==> config.mk <==
export PLATFORM = sky130hd
export DESIGN_NAME = spi_data_status_irq_regs
export DESIGN_NICKNAME = d
export VERILOG_FILES = /design/src/spi_regs_pkg.sv /design/src/spi_data_status_irq_regs.sv
export SDC_FILE = /design/constraint.sdc
export NUM_CORES = 1
export LEC_CHECK = 0
export BUFFER_PORTS_ARGS = -buffer_cell sky130_fd_sc_hd__buf_4
export CAP_MARGIN = 20
export CORE_MARGIN = 4
export CORE_UTILIZATION = 55
export DETAILED_ROUTE_END_ITERATION = 8
export HOLD_SLACK_MARGIN = 0.12
export PLACE_DENSITY = 0.79
export SLEW_MARGIN = 20
export SYNTH_ARGS = -nofsm -noshare
export SYNTH_HDL_FRONTEND = slang
export SYNTH_SLANG_ARGS = --single-unit
==> constraint.sdc <==
create_clock -name CLOCK -period 4.26 [get_ports CLOCK]
set_input_delay 0 -clock CLOCK [delete_from_list [all_inputs] [get_ports CLOCK]]
set_output_delay 0 -clock CLOCK [all_outputs]
set_load 0.01 [all_outputs]
==> src/spi_regs_pkg.sv <==
// register map, field positions and reset values of the serial port block
// assumes a 32-bit register port addressed in bytes, one word per register
package spi_regs_pkg;

  localparam int unsigned AW = 8;

  // byte offsets
  localparam logic [AW-1:0] OFS_CTRL      = 8'h00;
  localparam logic [AW-1:0] OFS_MODE      = 8'h04;
  localparam logic [AW-1:0] OFS_RX_DATA   = 8'h08;
  localparam logic [AW-1:0] OFS_TX_DATA   = 8'h0c;
  localparam logic [AW-1:0] OFS_STATUS    = 8'h10;
  localparam logic [AW-1:0] OFS_IRQ_SET   = 8'h14;
  localparam logic [AW-1:0] OFS_IRQ_CLR   = 8'h18;
  localparam logic [AW-1:0] OFS_IRQ_VIEW  = 8'h1c;
  localparam logic [AW-1:0] OFS_RX_PTR    = 8'h20;
  localparam logic [AW-1:0] OFS_RX_CNT    = 8'h24;
  localparam logic [AW-1:0] OFS_TX_PTR    = 8'h28;
  localparam logic [AW-1:0] OFS_TX_CNT    = 8'h2c;
  localparam logic [AW-1:0] OFS_LINK_CFG  = 8'h30;

  // control word
  localparam int unsigned CTRL_ENABLE   = 0;
  localparam int unsigned CTRL_DISABLE  = 1;
  localparam int unsigned CTRL_SWRESET  = 7;

  // mode word
  localparam int unsigned MODE_MASTER   = 0;
  localparam int unsigned MODE_VARSEL   = 1;
  localparam int unsigned MODE_DECODE   = 2;
  localparam int unsigned MODE_SEL_LSB  = 16;

  // link configuration word
  localparam int unsigned CFG_CPOL      = 0;
  localparam int unsigned CFG_BITS_LSB  = 4;
  localparam int unsigned CFG_DIV_LSB   = 8;

  // data words: 16-bit data field, select code above it
  localparam int unsigned DATA_W        = 16;
  localparam int unsigned SEL_LSB       = 16;
  localparam logic [4:0]  MIN_BITS      = 5'h08;
  localparam logic [4:0]  MAX_BITS      = 5'h10;
  localparam logic [7:0]  DIV_MIN       = 8'h02;

  // status and mask bit positions
  localparam int unsigned ST_RX_READY   = 0;
  localparam int unsigned ST_TX_EMPTY   = 1;
  localparam int unsigned ST_MODE_FAULT = 2;
  localparam int unsigned ST_OVERRUN    = 3;
  localparam int unsigned ST_RX_END     = 4;
  localparam int unsigned ST_TX_END     = 5;
  localparam int unsigned ST_ENABLED    = 16;
  localparam int unsigned N_SRC         = 6;

  // block-transfer pointer step in bytes per word
  localparam logic [31:0] PTR_STEP      = 32'h0000_0002;

  localparam logic [31:0] RESET_WORD    = 32'h0000_0000;

endpackage

==> src/spi_data_status_irq_regs.sv <==
// serial peripheral port: data, status, interrupt mask and block-transfer logic
// assumes link pins arrive asynchronously; memory port answers a read in the same cycle MEM_RD is high
//
// What this block does
// received word right-justified, bits above word length read zero
// master: end-of-transfer select lines captured into receive word; slave: zero
// software writes transmit word right-justified, LSB in bit zero
// per-word select code used only in variable-select master mode
// software never writes all-ones select code while decoding is off
// decoding off: lowest zero bit of code drives its one select low
// decoding on: select lines driven directly by the code
// receive-ready set when a finished word is stored in the receive word, cleared by receive data read
// transmit-empty cleared by transmit write, set when word enters serializer
// transmit-empty zero at reset and when disabled; enable sets it
// mode fault flag sticks until status register read
// mode fault when master and slave-select input pulled low
// overrun on second receive load without read; status read clears
// receive-end status bit shows live receive channel end
// transmit-end status bit shows live transmit channel end
// enabled status in bit 16
// enable-set write ones set mask bits
// enable-clear write ones clear mask bits
// mask readable at status bit positions
// interrupt output high when any flag set with mask bit
// block transfer bumps pointer, drops counter, stops at zero with end status
// software loads receive pointer before starting receive block transfer
`timescale 1ns/1ps
`default_nettype none

module spi_data_status_irq_regs
  import spi_regs_pkg::*;
(
  // clock and reset
  input  wire logic              CLOCK,
  input  wire logic              NRST,
  // register port
  input  wire logic [AW-1:0]     ADDR,
  input  wire logic [31:0]       WDATA,
  input  wire logic              WR_EN,
  input  wire logic              RD_EN,
  output logic      [31:0]       RDATA,
  output logic                   IRQ,
  // block-transfer memory port
  output logic                   MEM_WR,
  output logic                   MEM_RD,
  output logic      [31:0]       MEM_ADDR,
  output logic      [31:0]       MEM_WDATA,
  input  wire logic [31:0]       MEM_RDATA,
  // serial link
  input  wire logic              SPCK_IN,
  output logic                   SPCK_OUT,
  output logic                   SPCK_OE_N,
  input  wire logic              MOSI_IN,
  output logic                   MOSI_OUT,
  output logic                   MOSI_OE_N,
  input  wire logic              MISO_IN,
  output logic                   MISO_OUT,
  output logic                   MISO_OE_N,
  output logic      [3:0]        CHIP_SELECT_OUT_N,
  output logic                   CHIP_SELECT_OE_N,
  input  wire logic              SLAVE_SELECT_IN_N
);

  typedef enum logic {IDLE, XFER} xfer_t;

  typedef struct packed {
    logic              enabled;
    logic              master;
    logic              variable_select_mode;
    logic              select_decode_enable;
    logic [3:0]        mode_code;
    logic              cpol;
    logic [3:0]        bits;
    logic [7:0]        div_cfg;
    logic [N_SRC-1:0]  mask;
    logic              rx_ready_flag;
    logic              tx_empty_flag;
    logic              mode_fault_flag;
    logic              overrun_flag;
    logic [15:0]       rx_word;
    logic [3:0]        rx_sel;
    logic [15:0]       tx_word;
    logic [3:0]        tx_code;
    logic [31:0]       rx_buffer_pointer;
    logic [15:0]       rx_cnt;
    logic [31:0]       tx_ptr;
    logic [15:0]       tx_cnt;
    logic              fetch_pend;
    xfer_t             xfer;
    logic [15:0]       shifter;
    logic [4:0]        bitcnt;
    logic [7:0]        div;
    logic              samp;
    logic              sck;
    logic [3:0]        sel;
    logic [2:0]        spck_s;
    logic [2:0]        nss_s;
    logic [2:0]        mosi_s;
    logic [2:0]        miso_s;
    logic              spck_f;
    logic              nss_f;
    logic              mosi_f;
    logic              miso_f;
    logic [31:0]       rdata;
    logic              mem_wr;
    logic              mem_rd;
    logic [31:0]       mem_addr;
    logic [31:0]       mem_wdata;
  } state_t;

  state_t st;
  state_t next_st;

  // a change counts only once the second and third stages agree
  function automatic logic filt(input logic [2:0] s, input logic f);
    filt = (s[2] == s[1]) ? s[2] : f;
  endfunction

  // active-high one-of-four or pass-through select
  function automatic logic [3:0] decode(input logic [3:0] code, input logic dec);
    logic [3:0] low;
    low = 4'h0;
    if (dec)
      low = ~code;
    else if (!code[0])
      low = 4'h1;
    else if (!code[1])
      low = 4'h2;
    else if (!code[2])
      low = 4'h4;
    else if (!code[3])
      low = 4'h8;
    // all ones selects nothing, software must not use it
    decode = low;
  endfunction

  logic [N_SRC-1:0] status;

  always_comb
  begin
    status = {st.tx_cnt == 16'h0000,
              st.rx_cnt == 16'h0000,
              st.overrun_flag, st.mode_fault_flag, st.tx_empty_flag, st.rx_ready_flag};
  end

  always_comb
  begin
    logic [4:0]  len;
    logic [15:0] lenmask;
    logic        edge_seen;
    logic        lead;
    logic        trail;
    logic        done;
    logic        fault;
    logic [15:0] shifted;
    logic [3:0]  code;
    len       = 5'(st.bits) + MIN_BITS;
    lenmask   = 16'hffff;
    edge_seen = 1'b0;
    lead      = 1'b0;
    trail     = 1'b0;
    done      = 1'b0;
    fault     = 1'b0;
    shifted   = {st.shifter[14:0], st.samp};
    code      = st.variable_select_mode ? st.tx_code : st.mode_code;
    next_st   = st;
    next_st.mem_wr = 1'b0;
    next_st.mem_rd = 1'b0;
    if (len > MAX_BITS)
      len = MAX_BITS;
    lenmask = 16'hffff >> (5'd16 - len);

    // input synchronisers
    next_st.spck_s = {st.spck_s[1:0], SPCK_IN};
    next_st.nss_s  = {st.nss_s[1:0], SLAVE_SELECT_IN_N};
    next_st.mosi_s = {st.mosi_s[1:0], MOSI_IN};
    next_st.miso_s = {st.miso_s[1:0], MISO_IN};
    next_st.spck_f = filt(st.spck_s, st.spck_f);
    next_st.nss_f  = filt(st.nss_s, st.nss_f);
    next_st.mosi_f = filt(st.mosi_s, st.mosi_f);
    next_st.miso_f = filt(st.miso_s, st.miso_f);
    edge_seen = next_st.spck_f != st.spck_f;
    lead  = edge_seen && (next_st.spck_f != st.cpol);
    trail = edge_seen && (next_st.spck_f == st.cpol);

    // serializer: data captured on the leading edge, changed on the trailing one
    if (!st.enabled)
    begin
      next_st.xfer = IDLE;
      next_st.sel  = 4'h0;
      next_st.sck  = st.cpol;
      next_st.tx_empty_flag = 1'b0;
    end
    else if (st.master)
    begin
      fault = !st.nss_f;
      unique case (st.xfer)
        IDLE:
        begin
          next_st.sck = st.cpol;
          // a divider below two stops the link
          if (!st.tx_empty_flag && st.div_cfg >= DIV_MIN)
          begin
            next_st.shifter = st.tx_word << (5'd16 - len);
            next_st.tx_empty_flag = 1'b1;
            next_st.sel    = decode(code, st.select_decode_enable);
            next_st.xfer   = XFER;
            next_st.div    = 8'h00;
            next_st.bitcnt = 5'h00;
          end
        end
        XFER:
        begin
          if (st.div == st.div_cfg - 8'h01)
          begin
            next_st.div = 8'h00;
            next_st.sck = ~st.sck;
            if (st.sck == st.cpol)
              next_st.samp = st.miso_f;
            else
            begin
              next_st.shifter = shifted;
              next_st.bitcnt  = st.bitcnt + 5'h01;
              if (st.bitcnt + 5'h01 == len)
              begin
                done = 1'b1;
                next_st.xfer = IDLE;
                next_st.sel  = 4'h0;
              end
            end
          end
          else
            next_st.div = st.div + 8'h01;
        end
      endcase
    end
    else
    begin
      unique case (st.xfer)
        IDLE:
        begin
          if (!st.nss_f)
          begin
            // an empty holding register resends the last word
            next_st.shifter = st.tx_word << (5'd16 - len);
            next_st.tx_empty_flag = 1'b1;
            next_st.bitcnt = 5'h00;
            next_st.xfer   = XFER;
          end
        end
        XFER:
        begin
          if (st.nss_f)
            next_st.xfer = IDLE;
          else if (lead)
            next_st.samp = st.mosi_f;
          else if (trail)
          begin
            next_st.shifter = shifted;
            next_st.bitcnt  = st.bitcnt + 5'h01;
            if (st.bitcnt + 5'h01 == len)
            begin
              done = 1'b1;
              next_st.bitcnt = 5'h00;
              next_st.shifter = st.tx_word << (5'd16 - len);
              next_st.tx_empty_flag = 1'b1;
            end
          end
        end
      endcase
    end

    // register reads, with their clearing side effects
    next_st.rdata = RESET_WORD;
    if (RD_EN)
    begin
      case (ADDR)
        OFS_MODE:
          next_st.rdata = {12'h000, st.mode_code, 13'h0000, st.select_decode_enable,
                           st.variable_select_mode, st.master};
        OFS_RX_DATA:
        begin
          next_st.rdata = {12'h000, st.rx_sel, st.rx_word};
          next_st.rx_ready_flag = 1'b0;
        end
        OFS_STATUS:
        begin
          next_st.rdata = {15'h0000, st.enabled, 10'h000, status};
          next_st.mode_fault_flag = 1'b0;
          next_st.overrun_flag    = 1'b0;
        end
        OFS_IRQ_VIEW: next_st.rdata = {26'h0000000, st.mask};
        OFS_RX_PTR:   next_st.rdata = st.rx_buffer_pointer;
        OFS_RX_CNT:   next_st.rdata = {16'h0000, st.rx_cnt};
        OFS_TX_PTR:   next_st.rdata = st.tx_ptr;
        OFS_TX_CNT:   next_st.rdata = {16'h0000, st.tx_cnt};
        OFS_LINK_CFG:
          next_st.rdata = {16'h0000, st.div_cfg, st.bits, 3'h0, st.cpol};
        default:      next_st.rdata = RESET_WORD;
      endcase
    end

    // block transfers: receive takes the memory port first, none while counter is zero
    if (st.rx_ready_flag && st.rx_cnt != 16'h0000 && !st.fetch_pend)
    begin
      next_st.mem_wr    = 1'b1;
      next_st.mem_addr  = st.rx_buffer_pointer;
      next_st.mem_wdata = {12'h000, st.rx_sel, st.rx_word};
      next_st.rx_buffer_pointer = st.rx_buffer_pointer + PTR_STEP;
      next_st.rx_cnt    = st.rx_cnt - 16'h0001;
      next_st.rx_ready_flag = 1'b0;
    end
    else if (st.enabled && st.tx_empty_flag && st.tx_cnt != 16'h0000 && !st.fetch_pend)
    begin
      next_st.mem_rd     = 1'b1;
      next_st.mem_addr   = st.tx_ptr;
      next_st.fetch_pend = 1'b1;
    end
    if (st.fetch_pend)
    begin
      next_st.fetch_pend    = 1'b0;
      next_st.tx_word       = MEM_RDATA[15:0];
      next_st.tx_code       = MEM_RDATA[SEL_LSB+3:SEL_LSB];
      next_st.tx_empty_flag = 1'b0;
      next_st.tx_ptr        = st.tx_ptr + PTR_STEP;
      next_st.tx_cnt        = st.tx_cnt - 16'h0001;
    end

    // register writes
    if (WR_EN)
    begin
      case (ADDR)
        OFS_CTRL:
        begin
          if (WDATA[CTRL_DISABLE])
          begin
            // disable wins over a simultaneous enable
            next_st.enabled = 1'b0;
            next_st.tx_empty_flag = 1'b0;
          end
          else if (WDATA[CTRL_ENABLE] && !st.enabled)
          begin
            next_st.enabled = 1'b1;
            next_st.tx_empty_flag = 1'b1;
          end
        end
        OFS_MODE:
        begin
          next_st.master               = WDATA[MODE_MASTER];
          next_st.variable_select_mode = WDATA[MODE_VARSEL];
          next_st.select_decode_enable = WDATA[MODE_DECODE];
          next_st.mode_code            = WDATA[MODE_SEL_LSB+3:MODE_SEL_LSB];
        end
        OFS_TX_DATA:
        begin
          next_st.tx_word = WDATA[15:0];
          next_st.tx_code = WDATA[SEL_LSB+3:SEL_LSB];
          next_st.tx_empty_flag = 1'b0;
        end
        OFS_IRQ_SET:  next_st.mask = st.mask | WDATA[N_SRC-1:0];
        OFS_IRQ_CLR:  next_st.mask = st.mask & ~WDATA[N_SRC-1:0];
        OFS_RX_PTR:   next_st.rx_buffer_pointer = WDATA;
        OFS_RX_CNT:   next_st.rx_cnt = WDATA[15:0];
        OFS_TX_PTR:   next_st.tx_ptr = WDATA;
        OFS_TX_CNT:   next_st.tx_cnt = WDATA[15:0];
        OFS_LINK_CFG:
        begin
          next_st.cpol    = WDATA[CFG_CPOL];
          next_st.bits    = WDATA[CFG_BITS_LSB+3:CFG_BITS_LSB];
          next_st.div_cfg = WDATA[CFG_DIV_LSB+7:CFG_DIV_LSB];
        end
        default:
        begin
        end
      endcase
    end

    // hardware events last, so a set wins over a clear in the same cycle
    if (fault)
      next_st.mode_fault_flag = 1'b1;
    if (done)
    begin
      next_st.rx_word = shifted & lenmask;
      next_st.rx_sel  = st.master ? ~st.sel : 4'h0;
      next_st.rx_ready_flag = 1'b1;
      if (st.rx_ready_flag)
        next_st.overrun_flag = 1'b1;
    end

    // software reset clears everything, including a pending fetch
    if (WR_EN && ADDR == OFS_CTRL && WDATA[CTRL_SWRESET])
      next_st = '0;
  end

  always_ff @(posedge CLOCK or negedge NRST)
  begin
    if (!NRST)
      st <= '0;
    else
      st <= next_st;
  end

  assign RDATA             = st.rdata;
  assign IRQ               = |(status & st.mask);
  assign MEM_WR            = st.mem_wr;
  assign MEM_RD            = st.mem_rd;
  assign MEM_ADDR          = st.mem_addr;
  assign MEM_WDATA         = st.mem_wdata;
  assign SPCK_OUT          = st.sck;
  assign SPCK_OE_N         = !(st.enabled && st.master);
  assign MOSI_OUT          = st.shifter[15];
  assign MOSI_OE_N         = !(st.enabled && st.master);
  assign MISO_OUT          = st.shifter[15];
  assign MISO_OE_N         = !(st.enabled && !st.master && !st.nss_f);
  assign CHIP_SELECT_OUT_N = ~st.sel;
  assign CHIP_SELECT_OE_N  = !(st.enabled && st.master);

endmodule

`default_nettype wire

==> impl_metrics.yaml <==
clock_tree:
  cts_sinks: 306
  clk_pin_slew_ns: 0.06
  cts_made_buffers: 35
  clockBufferDepth: 3
  cts-root-buf: "clkbuf_16"
  cts_max_level: 2
  cts_tree: "yes"
  cts_setup_buffers: 0
  clk_latency_ns: 0.52
yosys:
  synth_top_area_share: 0.443
  synth_edf_count: 0
  yosysUniqueCellTypes: 78
  synth_area_per_cell_um2: 9.38
  syn_inst: 1844
  async_reset_ff_frac: 1.00
  synth_top_area_cell: "dfrtp_1"
  synth_area_leaders: "dfrtp_1, mux2i_1, buf_4, a211oi_1, nor2_1"
  synth_seq_cells: 306
  synth_area_um2: 17300
  synth-seq-area-share: 0.443
  yosysWarnings: 0
  ys.flop_type: "dfrtp_1"
timing:
  slew_violations: 0
  timing.fmax_mhz: 271
  period_share: 0.866
  min_period_ns: 3.69
  setup-tns-final_ns: 0
  finalHoldViolations: 0
  rsz0062_at_grt: "false"
  tightest_slew_ns: 1.12
  relSlewSlack: 0.250
  finClkSkew_ns: 0.0134
  final-setup-viol-count: 0
detailed_routing:
  antenna_left: 0
  wirelength_um: 55300
  avgRoutedWirePerCell_um: 23.5
  via_per_inst: 6.53
  drt_first_pass_iters: 6
  vias: 15400
  drc_errors: 0
  drtIter0Drc: 1979
placed_design:
  place_congestion: 0.942
  port_buffers: 165
  dpl.hpwl_um: 37000
global_routing:
  first_global_vias: 15000
  grt_usage: 0.316
  grt.overflow.total: 0
  grt_pass1_wl_um: 85600
  grt_max_degree: 116
  antenna_found_initial: 0
floorplanning:
  rows: 64
  die_height_um: 185
  core_area_um2: 30800
  fp.dieW_um: 185
  start_util: 0.561
  die-area_um2: 34300
  pin_count: 190
min_path:
  hold_class: "primary input to asynchronous set/reset pin"
pwr:
  max-vdd-ir-drop_mv: 0.318
  powerDensity_nw_per_um2: 504
  total_leakage_power_nw: 8.04
  finalPower_mw: 10.0
critical_path:
  worst-setup-path-type: "primary input to flop"
  crit_required_ns: 4.72
  end_kind: "flop"
  worst_setup_path_start_kind: "primary input"
  path_max_fanout: 19
  worstPathArrival_ns: 4.15
finish:
  drive_above_1_share: 0.144
  area_growth_pct: 15.0
  fill_cells: 2401
  n_antenna_cell: 0
  fin_nets: 2025
flow_run:
  drv_cap: 0
outcome:
  outcome: "finished clean"
placed cells by master (no fill, tap or decap), types with 7 or more instances in the layout:
| cell type | n |
|---|---|
| a31oi_1 | 18 |
| mux2i_1 | 78 |
| and3_1 | 24 |
| nand2_1 | 169 |
| ha_1 | 11 |
| clkbuf_16 | 36 |
| conb_1 | 12 |
| clkbuf_1 | 7 |
| nand4_1 | 16 |
| nand3b_1 | 9 |
| nor2b_1 | 23 |
| a22oi_1 | 62 |
| dfrtp_1 | 306 |
| xnor2_1 | 47 |
| xor2_1 | 57 |
| a221oi_1 | 9 |
| clkbuf_8 | 7 |
| nor4_1 | 16 |
| dlygate4sd3_1 | 75 |
| nand3_1 | 44 |
| a22o_1 | 45 |
| buf_4 | 194 |
| nor3_1 | 25 |
| nand2b_1 | 13 |
| a21oi_1 | 115 |
| nor2_1 | 180 |
| o31ai_1 | 7 |
| a211oi_1 | 99 |
| inv_1 | 24 |
| o21ai_0 | 81 |
| mux4_2 | 7 |
| and2_1 | 10 |
through the flow:
stage	util	hold slack, ns	setup WS [ns]	instances	cell area, um2
global route	0.645	0.165	0.559	2351	19900
finish	0.645	0.127	0.571	2351	19900
global placement	0.585	0.122	1.12	2218	18000
CTS	0.645	0.132	0.769	2351	19900
detailed placement	0.585	0.130	1.04	2218	18000
floorplan	-	-0.296	1.44	1855	17300
routing by layer:
metal / vias to the layer above / track usage / routed length (um)
li1: 6737 / - / -
met1: 7420 / 0.422 / 21100
met2: 1011 / 0.501 / 25600
met3: 195 / 0.0550 / 5510
met4: 0 / 0.157 / 3170
met5: - / 0 / 0
critical path, stage by stage:
cell and delay, ns:
dlygate4sd3_1 0.56, buf_4 0.17, nor4_1 0.57, and3b_1 0.87, buf_4 0.41, and2_1 0.26, nand2_1 0.08, dlygate4sd3_1 0.56
o31ai_1 0.07, dlygate4sd3_1 0.58
power by group:
group | switching (mW) | internal [mW] | total, mW | leakage, nW
clock network | 1.20 | 1.67 | 2.87 | 0.537
registers | 0.802 | 3.49 | 4.29 | 3.49
logic | 1.49 | 1.37 | 2.87 | 4.01
total | 3.49 | 6.53 | 10.0 | 8.04
area by class of cell:
type,count,area (um2),share of cell area
clock buffers,50,1020,0.0515
well taps,396,495,0.0249
repair buffers,270,2220,0.112
inverters,25,93.8,0.00472
multi-input cells,1296,8340,0.419
flip-flops and latches,306,7660,0.385
clock inverters,8,55.1,0.00277
flip-flops by register name, indices dropped and copies added, names as in the netlist:
register   count
MEM_WR         1
SPCK_OUT       1
MEM_ADDR      32
RDATA         32
MISO_OUT       1
MEM_RD         1
st           218
MEM_WDATA     20
synthesized netlist by cell type (all sizes together) (7+ instances only):
cell type  count
nand3         44
buf          130
and2          10
inv           25
dfrtp        306
a311oi         7
nand2b        13
mux2i         78
nand3b         9
nor2         182
a21oi        116
nand4         16
mux4           7
xor2          57
a22o          45
a211oi       100
nor2b         23
ha            11
a31oi         18
nor4          19
o21ai         84
nor3          28
a22oi         62
and3          24
o31ai          7
a221oi         9
xnor2         48
nand2        171
clkbuf        98
final timing paths:
| path | from | cells after the start | end | slack (ns) |
|---|---|---|---|---|
| worst min-delay path | NRST | 2 | st[181] | 0.13 |
| worst max register to register | st[297] | 9 | st[280] | 1.00 |
| min in group CLOCK | ADDR[0] | 4 | st[112] | 0.16 |
| worst max-delay path | ADDR[3] | 10 | st[241] | 0.57 |
| max in group asynchronous | NRST | 3 | st[222] | 2.88 |
| worst min register to register | st[102] | 1 | st[103] | 0.48 |
cell families after synthesis:
kind of cell / synth area share
muxes: 0.0562
adders and majority gates: 0.00796
DFF: 0.443
and+or+nand+nor: 0.160
AOI/OAI and AO/OA: 0.199
xor gates and xnor gates: 0.0545
other: 0.000217
buffers and inverters: 0.0796
what timing repair did:
action	4_1_cts	5_1_grt
hold endpoints to repair	268	0
gates resized for setup	0	0
hold buffers	75	0
Note: power is estimated with default switching activity, not from simulation.
